--- config.mk ---
export PLATFORM = sky130hd
export DESIGN_NAME = ccs_core
export DESIGN_NICKNAME = d
export VERILOG_FILES = /design/src/hw/ccs_pkg.sv /design/src/hw/ccs_core.sv /design/src/hw/ccs_return_stack.sv
export VERILOG_INCLUDE_DIRS = /design/src /design/src/hw
export SDC_FILE = /design/constraint.sdc
export NUM_CORES = 1
export LEC_CHECK = 0
export ABC_AREA = 1
export BUFFER_PORTS_ARGS = -buffer_cell sky130_fd_sc_hd__buf_2
export CAP_MARGIN = 15
export CORE_MARGIN = 10
export CORE_UTILIZATION = 50
export CTS_BUF_LIST = sky130_fd_sc_hd__clkbuf_8 sky130_fd_sc_hd__clkbuf_16
export CTS_CLUSTER_SIZE = 20
export DETAILED_ROUTE_END_ITERATION = 10
export PLACE_DENSITY = 0.69
export SKIP_CTS_REPAIR_TIMING = 1
export SLEW_MARGIN = 20
export SYNTH_ARGS = -nofsm -noshare
export SYNTH_HDL_FRONTEND = slang
export SYNTH_SLANG_ARGS = --single-unit
--- constraint.sdc ---
create_clock -name CLK -period 2.1 [get_ports CLK]
set_input_delay 0.315 -clock CLK [delete_from_list [all_inputs] [get_ports CLK]]
set_output_delay 0.315 -clock CLK [all_outputs]
set_load 0.1 [all_outputs]
--- src/hw/ccs_defines.svh ---
`ifndef CCS_DEFINES_SVH
`define CCS_DEFINES_SVH
`define CCS_ADDR_PTR1 8'h80
`define CCS_ADDR_PTR2 8'h81
`define CCS_ADDR_SD1 8'h82
`define CCS_ADDR_SD2 8'h83
`define CCS_ADDR_WORK 8'hFF
`define CCS_PC_W 12
`define CCS_DEPTH 6
`define CCS_LVL_W 3
`define CCS_NMI_VECTOR 12'hFFC
`define CCS_RESET_VECTOR 12'hFFE
`define CCS_PC_ONE 12'h001
`define CCS_REG_RESET 8'h00
`define CCS_FLAG_RESET 1'b0
`define CCS_ZERO_BYTE 8'h00
`define CCS_N_CTX 3
`define CCS_SRC_ARITH 2'h0
`define CCS_SRC_LOGIC 2'h1
`define CCS_SRC_BITTEST 2'h2
`define CCS_SRC_ROTATE 2'h3
`endif

--- src/hw/ccs_pkg.sv ---
package ccs_pkg;
  typedef enum logic [1:0] {
    CCS_CTX_NORMAL = 2'b00,
    CCS_CTX_IRQ = 2'b01,
    CCS_CTX_NMI = 2'b10
  } ccs_ctx_e;
  typedef enum logic [2:0] {
    CCS_PC_HOLD = 3'b000,
    CCS_PC_INC = 3'b001,
    CCS_PC_JUMP = 3'b010,
    CCS_PC_CALL = 3'b011,
    CCS_PC_BRANCH = 3'b100,
    CCS_PC_INTR = 3'b101,
    CCS_PC_RET = 3'b110,
    CCS_PC_INTERRUPT_EXIT_INSTR = 3'b111
  } ccs_pcop_e;
endpackage

--- src/hw/ccs_core.sv ---
// Summary of operation
// - Work register also at data address FFh
// - Pointers at 80h, 81h drive indirect addresses
// - Twelve-bit program counter, 4096 bytes
// - Increment counter on sequential fetch
// - Branch adds signed offset to counter
// - Jump, call, vector, return load counter
// - Three carry/zero pairs, one per context
// - Switch pair on entry, restore on exit
// - Pairs keep values across context switches
// - Only active context pair is touched
// - Carry from arithmetic, logic, bit test, rotate
// - Zero flag follows result equals zero on arithmetic and logic only
// - Reset starts in nonmaskable context
// - Six-level twelve-bit return stack
// - Call shifts levels up, pushes counter
// - Return pops first level, shifts down
// - Deep nesting saturates, oldest lost
// - Return on empty stack falls through
`timescale 1ns/1ns
`default_nettype none
`include "ccs_defines.svh"
module ccs_core
  import ccs_pkg::*;
(
  input wire logic CLK, // Core clock
  input wire logic RSTN, // Async reset, active low
  input wire logic [2:0] PC_OP, // Counter operation code
  input wire logic [`CCS_PC_W-1:0] PC_TARGET, // Jump, call or vector address
  input wire logic [7:0] BRANCH_OFFSET, // Signed relative offset
  input wire logic ENTER_IRQ, // Entry into maskable service
  input wire logic ENTER_NMI, // Entry into nonmaskable service
  input wire logic [7:0] DATA_ADDR, // Data-space address
  input wire logic DATA_WE, // Data-space write strobe
  input wire logic [7:0] DATA_WDATA, // Data-space write data
  input wire logic WORK_WE, // Direct work register write
  input wire logic [7:0] WORK_WDATA, // Work register write data
  input wire logic FLAG_WE, // Update flags of active context
  input wire logic [1:0] FLAG_SRC, // 0 arith, 1 logic, 2 bit test, 3 rotate
  input wire logic [7:0] RESULT, // Operation result
  input wire logic CARRY_IN, // Arithmetic carry/borrow or tested bit
  output logic [`CCS_PC_W-1:0] PROGRAM_COUNTER, // Program counter
  output logic [7:0] DATA_RDATA, // Data-space read data
  output logic DATA_HIT, // Address maps to this block
  output logic [7:0] WORK, // Work register
  output logic [7:0] PTR1, // First pointer
  output logic [7:0] PTR2, // Second pointer
  output logic CARRY, // Carry of active context
  output logic ZERO, // Zero of active context
  output logic [1:0] CONTEXT, // Active context
  output logic [`CCS_LVL_W-1:0] STACK_LEVEL // Levels in use
);
  logic [7:0] sd1;
  logic [7:0] sd2;
  logic carry_f [`CCS_N_CTX];
  logic zero_f [`CCS_N_CTX];
  ccs_ctx_e ctx;
  ccs_ctx_e next_ctx;
  ccs_ctx_e prev_ctx [`CCS_DEPTH];
  ccs_pcop_e op;
  logic push;
  logic pop;
  logic [`CCS_PC_W-1:0] stk_top;
  logic stk_empty;
  logic [`CCS_LVL_W-1:0] stk_level;
  logic [`CCS_PC_W-1:0] next_pc;
  logic [7:0] next_rdata;
  logic next_hit;
  logic [1:0] idx;
  logic entry;
  logic irq_exit;
  function automatic logic is_reg(input logic [7:0] a);
    is_reg = (a == `CCS_ADDR_PTR1) || (a == `CCS_ADDR_PTR2) ||
             (a == `CCS_ADDR_SD1) || (a == `CCS_ADDR_SD2) || (a == `CCS_ADDR_WORK);
  endfunction
  // Data-space write strobe decode, shared by every mapped register
  function automatic logic wr_at(input logic we, input logic [7:0] a, input logic [7:0] loc);
    wr_at = we && (a == loc);
  endfunction
  assign op = ccs_pcop_e'(PC_OP);
  always_comb begin
    push = 1'b0;
    pop = 1'b0;
    entry = 1'b0;
    irq_exit = 1'b0;
    case (op)
      CCS_PC_CALL: begin
        push = 1'b1;
      end
      CCS_PC_INTR: begin
        push = 1'b1;
        entry = 1'b1;
      end
      CCS_PC_RET: begin
        pop = 1'b1;
      end
      CCS_PC_INTERRUPT_EXIT_INSTR: begin
        pop = 1'b1;
        irq_exit = 1'b1;
      end
      default: begin
      end
    endcase
  end
  assign idx = ctx;
  ccs_return_stack u_stack (
    .clk(CLK),
    .rst_n(RSTN),
    .push(push),
    .pop(pop),
    .push_data(PROGRAM_COUNTER),
    .top(stk_top),
    .empty(stk_empty),
    .level(stk_level)
  );
  always_comb begin
    next_pc = PROGRAM_COUNTER;
    case (op)
      CCS_PC_HOLD: begin
        next_pc = PROGRAM_COUNTER;
      end
      CCS_PC_INC: begin
        next_pc = PROGRAM_COUNTER + `CCS_PC_ONE;
      end
      CCS_PC_JUMP, CCS_PC_CALL, CCS_PC_INTR: begin
        next_pc = PC_TARGET;
      end
      CCS_PC_BRANCH: begin
        next_pc = PROGRAM_COUNTER + {{(`CCS_PC_W-8){BRANCH_OFFSET[7]}}, BRANCH_OFFSET};
      end
      CCS_PC_RET, CCS_PC_INTERRUPT_EXIT_INSTR: begin
        next_pc = stk_empty ? PROGRAM_COUNTER + `CCS_PC_ONE : stk_top;
      end
      default: begin
        next_pc = PROGRAM_COUNTER;
      end
    endcase
  end
  // Twelve-bit counter, starts at reset vector
  always_ff @(posedge CLK or negedge RSTN) begin
    if (!RSTN) begin
      PROGRAM_COUNTER <= `CCS_RESET_VECTOR;
    end else begin
      PROGRAM_COUNTER <= next_pc;
    end
  end
  always_ff @(posedge CLK or negedge RSTN) begin
    if (!RSTN) begin
      WORK <= `CCS_REG_RESET;
    end else if (wr_at(DATA_WE, DATA_ADDR, `CCS_ADDR_WORK)) begin
      WORK <= DATA_WDATA;
    end else if (WORK_WE) begin
      WORK <= WORK_WDATA;
    end
  end
  always_ff @(posedge CLK or negedge RSTN) begin
    if (!RSTN) begin
      PTR1 <= `CCS_REG_RESET;
    end else if (wr_at(DATA_WE, DATA_ADDR, `CCS_ADDR_PTR1)) begin
      PTR1 <= DATA_WDATA;
    end
  end
  always_ff @(posedge CLK or negedge RSTN) begin
    if (!RSTN) begin
      PTR2 <= `CCS_REG_RESET;
    end else if (wr_at(DATA_WE, DATA_ADDR, `CCS_ADDR_PTR2)) begin
      PTR2 <= DATA_WDATA;
    end
  end
  always_ff @(posedge CLK or negedge RSTN) begin
    if (!RSTN) begin
      sd1 <= `CCS_REG_RESET;
    end else if (wr_at(DATA_WE, DATA_ADDR, `CCS_ADDR_SD1)) begin
      sd1 <= DATA_WDATA;
    end
  end
  always_ff @(posedge CLK or negedge RSTN) begin
    if (!RSTN) begin
      sd2 <= `CCS_REG_RESET;
    end else if (wr_at(DATA_WE, DATA_ADDR, `CCS_ADDR_SD2)) begin
      sd2 <= DATA_WDATA;
    end
  end
  // Read data registered; shows the value before any write in the same cycle
  always_comb begin
    next_hit = is_reg(DATA_ADDR);
    case (DATA_ADDR)
      `CCS_ADDR_PTR1: next_rdata = PTR1;
      `CCS_ADDR_PTR2: next_rdata = PTR2;
      `CCS_ADDR_SD1: next_rdata = sd1;
      `CCS_ADDR_SD2: next_rdata = sd2;
      `CCS_ADDR_WORK: next_rdata = WORK;
      default: next_rdata = `CCS_ZERO_BYTE;
    endcase
  end
  always_ff @(posedge CLK or negedge RSTN) begin
    if (!RSTN) begin
      DATA_RDATA <= `CCS_REG_RESET;
      DATA_HIT <= 1'b0;
    end else begin
      DATA_RDATA <= next_rdata;
      DATA_HIT <= next_hit;
    end
  end
  always_comb begin
    next_ctx = ctx;
    if (entry && ENTER_NMI) begin
      next_ctx = CCS_CTX_NMI;
    end else if (entry && ENTER_IRQ) begin
      next_ctx = CCS_CTX_IRQ;
    end else if (irq_exit) begin
      next_ctx = prev_ctx[0];
    end
  end
  always_ff @(posedge CLK or negedge RSTN) begin
    if (!RSTN) begin
      ctx <= CCS_CTX_NMI;
    end else begin
      ctx <= next_ctx;
    end
  end
  // History moves on entry and exit only
  // Calls and plain returns inside service must not disturb it
  genvar g;
  generate
    for (g = 0; g < `CCS_DEPTH; g++) begin : g_prev
      always_ff @(posedge CLK or negedge RSTN) begin
        if (!RSTN) begin
          prev_ctx[g] <= CCS_CTX_NORMAL;
        end else if (entry) begin
          if (g == 0) begin
            prev_ctx[g] <= ctx;
          end else begin
            prev_ctx[g] <= prev_ctx[g-1];
          end
        end else if (irq_exit) begin
          if (g == `CCS_DEPTH-1) begin
            prev_ctx[g] <= CCS_CTX_NORMAL;
          end else begin
            prev_ctx[g] <= prev_ctx[g+1];
          end
        end
      end
    end
  endgenerate
  generate
    for (g = 0; g < `CCS_N_CTX; g++) begin : g_flag
      always_ff @(posedge CLK or negedge RSTN) begin
        if (!RSTN) begin
          carry_f[g] <= `CCS_FLAG_RESET;
          zero_f[g] <= `CCS_FLAG_RESET;
        end else if (FLAG_WE && idx == 2'(g)) begin
          case (FLAG_SRC)
            `CCS_SRC_ARITH, `CCS_SRC_LOGIC: begin
              carry_f[g] <= CARRY_IN;
              zero_f[g] <= (RESULT == `CCS_ZERO_BYTE);
            end
            `CCS_SRC_BITTEST, `CCS_SRC_ROTATE: begin
              carry_f[g] <= CARRY_IN;
            end
            default: begin
              carry_f[g] <= CARRY_IN;
            end
          endcase
        end
      end
    end
  endgenerate
  // Pair shown one cycle after it or the context changes
  always_ff @(posedge CLK or negedge RSTN) begin
    if (!RSTN) begin
      CARRY <= `CCS_FLAG_RESET;
      ZERO <= `CCS_FLAG_RESET;
    end else begin
      CARRY <= carry_f[ctx];
      ZERO <= zero_f[ctx];
    end
  end
  always_ff @(posedge CLK or negedge RSTN) begin
    if (!RSTN) begin
      CONTEXT <= CCS_CTX_NMI;
    end else begin
      CONTEXT <= ctx;
    end
  end
  always_ff @(posedge CLK or negedge RSTN) begin
    if (!RSTN) begin
      STACK_LEVEL <= '0;
    end else begin
      STACK_LEVEL <= stk_level;
    end
  end
endmodule
`default_nettype wire

--- src/hw/ccs_return_stack.sv ---
`timescale 1ns/1ns
`default_nettype none
`include "ccs_defines.svh"
module ccs_return_stack
  import ccs_pkg::*;
(
  input wire logic clk, // Core clock
  input wire logic rst_n, // Async reset, active low
  input wire logic push, // Push a return address
  input wire logic pop, // Pop top level
  input wire logic [`CCS_PC_W-1:0] push_data, // Address to push
  output logic [`CCS_PC_W-1:0] top, // First level
  output logic empty, // No level holds data
  output logic [`CCS_LVL_W-1:0] level // Levels in use
);
  logic [`CCS_PC_W-1:0] lvl [`CCS_DEPTH];
  assign top = lvl[0];
  assign empty = (level == '0);
  genvar g;
  generate
    for (g = 0; g < `CCS_DEPTH; g++) begin : g_lvl
      always_ff @(posedge clk or negedge rst_n) begin
        if (!rst_n) begin
          lvl[g] <= '0;
        end else if (push) begin
          if (g == 0) begin
            lvl[g] <= push_data;
          end else begin
            lvl[g] <= lvl[g-1];
          end
        end else if (pop && !empty) begin
          if (g == `CCS_DEPTH-1) begin
            lvl[g] <= lvl[g];
          end else begin
            lvl[g] <= lvl[g+1];
          end
        end
      end
    end
  endgenerate
  always_ff @(posedge clk or negedge rst_n) begin
    if (!rst_n) begin
      level <= '0;
    end else if (push) begin
      if (level != `CCS_LVL_W'(`CCS_DEPTH)) begin
        level <= level + `CCS_LVL_W'(1);
      end
    end else if (pop && !empty) begin
      level <= level - `CCS_LVL_W'(1);
    end
  end
endmodule
`default_nettype wire

==> impl_metrics.py <==
metrics = {
    "detailed_routing": {
        "postRouteAntennaNets": 0,
        "drt_pre_antenna_iters": 5,
        "routed_wl_um": 20760,
        "routed-via-count": 7072,
        "drc_violations": 0,
        "starting_drc_count_in_detailed_routing": 598,
        "wire_per_inst_um": 15.47,
        "avg_vias_per_cell": 5.270,
    },
    "synthesis": {
        "mappedNetlistArea_um2": 8163,
        "syn_avg_cell_area_um2": 8.279,
        "synth_edf_count": 0,
        "synth_fp_nets": 1065,
        "synthDistinctLibCells": 46,
        "synth_seq_area_share": 0.5017,
        "yosysWarningCount": 0,
        "flip_flop_and_latch_count_after_synthesis": 163,
        "synth_async_sr_flop_share": 1.000,
        "post_synthesis_cell_count": 986,
        "postSynth.topFlopCell": "sky130_fd_sc_hd__dfrtp_1",
    },
    "clock_network": {
        "clock-root-buffer": "sky130_fd_sc_hd__clkbuf_16",
        "insertion_delay_ps": 430,
        "cts_inserted_buffers": 17,
        "cts.htree.levels": 4,
        "clk_transition_reported_paths_ps": 70,
        "cts.sink_count": 163,
        "clk_path_buf_depth": 2,
        "cts_tree": "yes",
    },
    "placed_design": {
        "port_buffers": 115,
        "dpl-instance-area_um2": 9072,
        "gp_congestion": 0.8945,
        "dp_wirelength_um": 15130,
        "pre_cts_ws_ps": 134.1,
    },
    "grt": {
        "all_layer_global_routing_usage": 0.1923,
        "first_global_vias": 7023,
        "antenna_violations_before_repair": 0,
        "overflow": 0,
        "grt_start_max_net_pins": 73,
        "first_pass_grt_wire_length_um": 34580,
    },
    "die": {
        "floorplan.rows": 46,
        "die-width_um": 147.8,
        "die_h_um": 147.8,
        "coreArea_um2": 15940,
        "pin_count": 117,
        "initial_core_utilization": 0.5120,
        "fp.dieArea_um2": 21840,
    },
    "timing": {
        "fmax_mhz": 529.5,
        "finalSetupTns_ps": 0,
        "worst_hold_slack_ps": 108.4,
        "timing.final.crit_period_ps": 1889,
        "rsz0062_at_grt": "false",
        "timing_max_transition_violations_final": 0,
        "max-slew-margin-rel": 0.5848,
        "final-setup-viol-count": 0,
        "setup_ws_ps": 211.5,
        "clock-skew-final_ps": 11.40,
        "timing_worst_slew_pin_value_ps": 622.1,
        "report.final.hold_viol_count": 0,
        "finalCritPeriodShare": 0.8993,
    },
    "power_and_ir_drop": {
        "total_leakage_power_nw": 4.824,
        "max-vdd-ir-drop_v": 0.0009449,
        "power.density_cell_area_nw_per_um2": 1214,
        "p_total_mw": 11.74,
    },
    "layout": {
        "layout.nets": 1192,
        "antenna_cells": 0,
        "finish.instance_area_um2": 9674,
        "layout-drive-gt1-share": 0.1883,
        "syn_to_final_growth_pct": 18.52,
    },
    "status": {
        "run_status": "completed",
    },
    "setup_path": {
        "worst_setup_path_start_kind": "flop",
        "required_time_worst_endpoint_ps": 2460,
        "cp.arrival_ps": 2250,
        "worstSetupEndpointType": "flop",
        "cp_max_fo": 6,
        "criticalPathCategory": "reg2reg",
    },
    "flow_run": {
        "cap_violations": 0,
    },
    "hold_path": {
        "timing.hold.worst.class": "in2reg",
    },
}
[metal layers]
| layer | up-vias | wire length [µm] | GRT usage |
|---|---|---|---|
| met4 | 0 | 220 | 0.04658 |
| met2 | 175 | 9849 | 0.3109 |
| met3 | 17 | 1219 | 0.05617 |
| met5 | - | 0 | 0 |
| li1 | 3505 | - | - |
| met1 | 3375 | 9467 | 0.2488 |
[cells in the mapped netlist (10+ instances only)]
cell	number	area share
sky130_fd_sc_hd__o211ai_1	24	0.022
sky130_fd_sc_hd__inv_1	145	0.067
sky130_fd_sc_hd__nand3_1	60	0.037
sky130_fd_sc_hd__nand2_1	290	0.13
sky130_fd_sc_hd__a21oi_1	27	0.017
sky130_fd_sc_hd__nand4_1	10	0.0077
sky130_fd_sc_hd__o21ai_0	70	0.043
sky130_fd_sc_hd__dfstp_2	13	0.042
sky130_fd_sc_hd__dfrtp_1	150	0.46
sky130_fd_sc_hd__o221ai_1	50	0.054
sky130_fd_sc_hd__ha_1	12	0.018
sky130_fd_sc_hd__buf_2	10	0.0061
sky130_fd_sc_hd__clkbuf_1	13	0.0060
sky130_fd_sc_hd__nor2_1	43	0.020
[report_power, final]
group	total, mW	switching, mW	internal [mW]
combinational	4.05	2.94	1.11
clock	3.04	1.45	1.59
sequential	4.65	0.562	4.09
total	11.7	4.95	6.79
[placed cells by master, fill, tap and decap left out, types with 3 or more instances in the layout]
cell                        instances
sky130_fd_sc_hd__a21oi_1           27
sky130_fd_sc_hd__a21oi_2            3
sky130_fd_sc_hd__buf_2            114
sky130_fd_sc_hd__buf_4             22
sky130_fd_sc_hd__clkbuf_16         17
sky130_fd_sc_hd__clkinv_8           3
sky130_fd_sc_hd__dfrtp_1          149
sky130_fd_sc_hd__dfstp_2           11
sky130_fd_sc_hd__ha_1              12
sky130_fd_sc_hd__inv_1            145
sky130_fd_sc_hd__inv_2              4
sky130_fd_sc_hd__inv_6              4
sky130_fd_sc_hd__inv_8              4
sky130_fd_sc_hd__nand2_1          290
sky130_fd_sc_hd__nand2_2            3
sky130_fd_sc_hd__nand3_1           59
sky130_fd_sc_hd__nand3b_1           5
sky130_fd_sc_hd__nand4_1           10
sky130_fd_sc_hd__nor2_1            42
sky130_fd_sc_hd__nor2_4             3
sky130_fd_sc_hd__nor3_1             5
sky130_fd_sc_hd__o211ai_1          24
sky130_fd_sc_hd__o21ai_0           70
sky130_fd_sc_hd__o221ai_1          50
sky130_fd_sc_hd__o22ai_1            5
sky130_fd_sc_hd__xor2_1             4
[per-stage QoR]
stage / instances / util
2_1_floorplan: 986 / -
3_3_place_gp: 1309 / 0.5691
3_5_place_dp: 1309 / 0.5691
4_1_cts: 1341 / 0.6059
5_1_grt: 1342 / 0.6068
6_report: 1342 / 0.6068
[flip-flops by register name, indices dropped and copies added (netlist names)]
register,count
u_stack.top,12
sd2,8
carry_f,3
CARRY,1
PTR1,8
CONTEXT,2
u_stack.level,3
DATA_HIT,1
ctx,2
ZERO,1
WORK,8
zero_f,3
sd1,8
u_stack.lvl,60
prev_ctx,12
DATA_RDATA,8
PTR2,8
STACK_LEVEL,3
PROGRAM_COUNTER,12
[cell type report]
| class | instances | area [µm²] |
|---|---|---|
| inverters | 150 | 563.0 |
| clock buffers | 17 | 425.4 |
| fillers | 1448 | 6269 |
| well taps | 216 | 270.3 |
| clock inverters | 15 | 161.4 |
| multi-input cells | 641 | 3353 |
| flip-flops and latches | 163 | 4104 |
| repair buffers | 140 | 797.0 |
[cell families after synthesis]
kind of cell,synth area share
flip-flops,0.5017
XOR/XNOR,0.006438
adder cells (fa/ha/maj),0.02330
AO/OA/AOI/OAI,0.1495
AND/OR/NAND/NOR,0.2270
multiplexers,0.002759
buffers and inverters,0.08936
[worst max-delay path: stages (launching register included)]
cell and delay, ps:
sky130_fd_sc_hd__dfrtp_2 440, sky130_fd_sc_hd__ha_1 250, sky130_fd_sc_hd__fa_2 400, sky130_fd_sc_hd__nand2_1 100, sky130_fd_sc_hd__nand3_1 70, sky130_fd_sc_hd__and2_1 160
sky130_fd_sc_hd__nand2_1 90, sky130_fd_sc_hd__nand3b_1 80, sky130_fd_sc_hd__nand3_1 80, sky130_fd_sc_hd__nand2_1 60, sky130_fd_sc_hd__nand2_1 50, sky130_fd_sc_hd__nand2_1 40
[worst paths after layout]
check                                         from                  to  slack, ps  cells after the start
worst max-delay path            PROGRAM_COUNTER[0]  PROGRAM_COUNTER[8]        210                     11
worst min-delay path                 DATA_WDATA[3]             PTR2[3]        110                      3
worst max register to register  PROGRAM_COUNTER[0]  PROGRAM_COUNTER[8]        210                     11
worst min register to register    u_stack.level[1]      STACK_LEVEL[1]        420                      0
max in group asynchronous                     RSTN     u_stack.lvl[13]       1130                      3
min in group asynchronous                     RSTN     u_stack.top[11]        310                      2
Note: power is estimated with default switching activity, not from simulation.
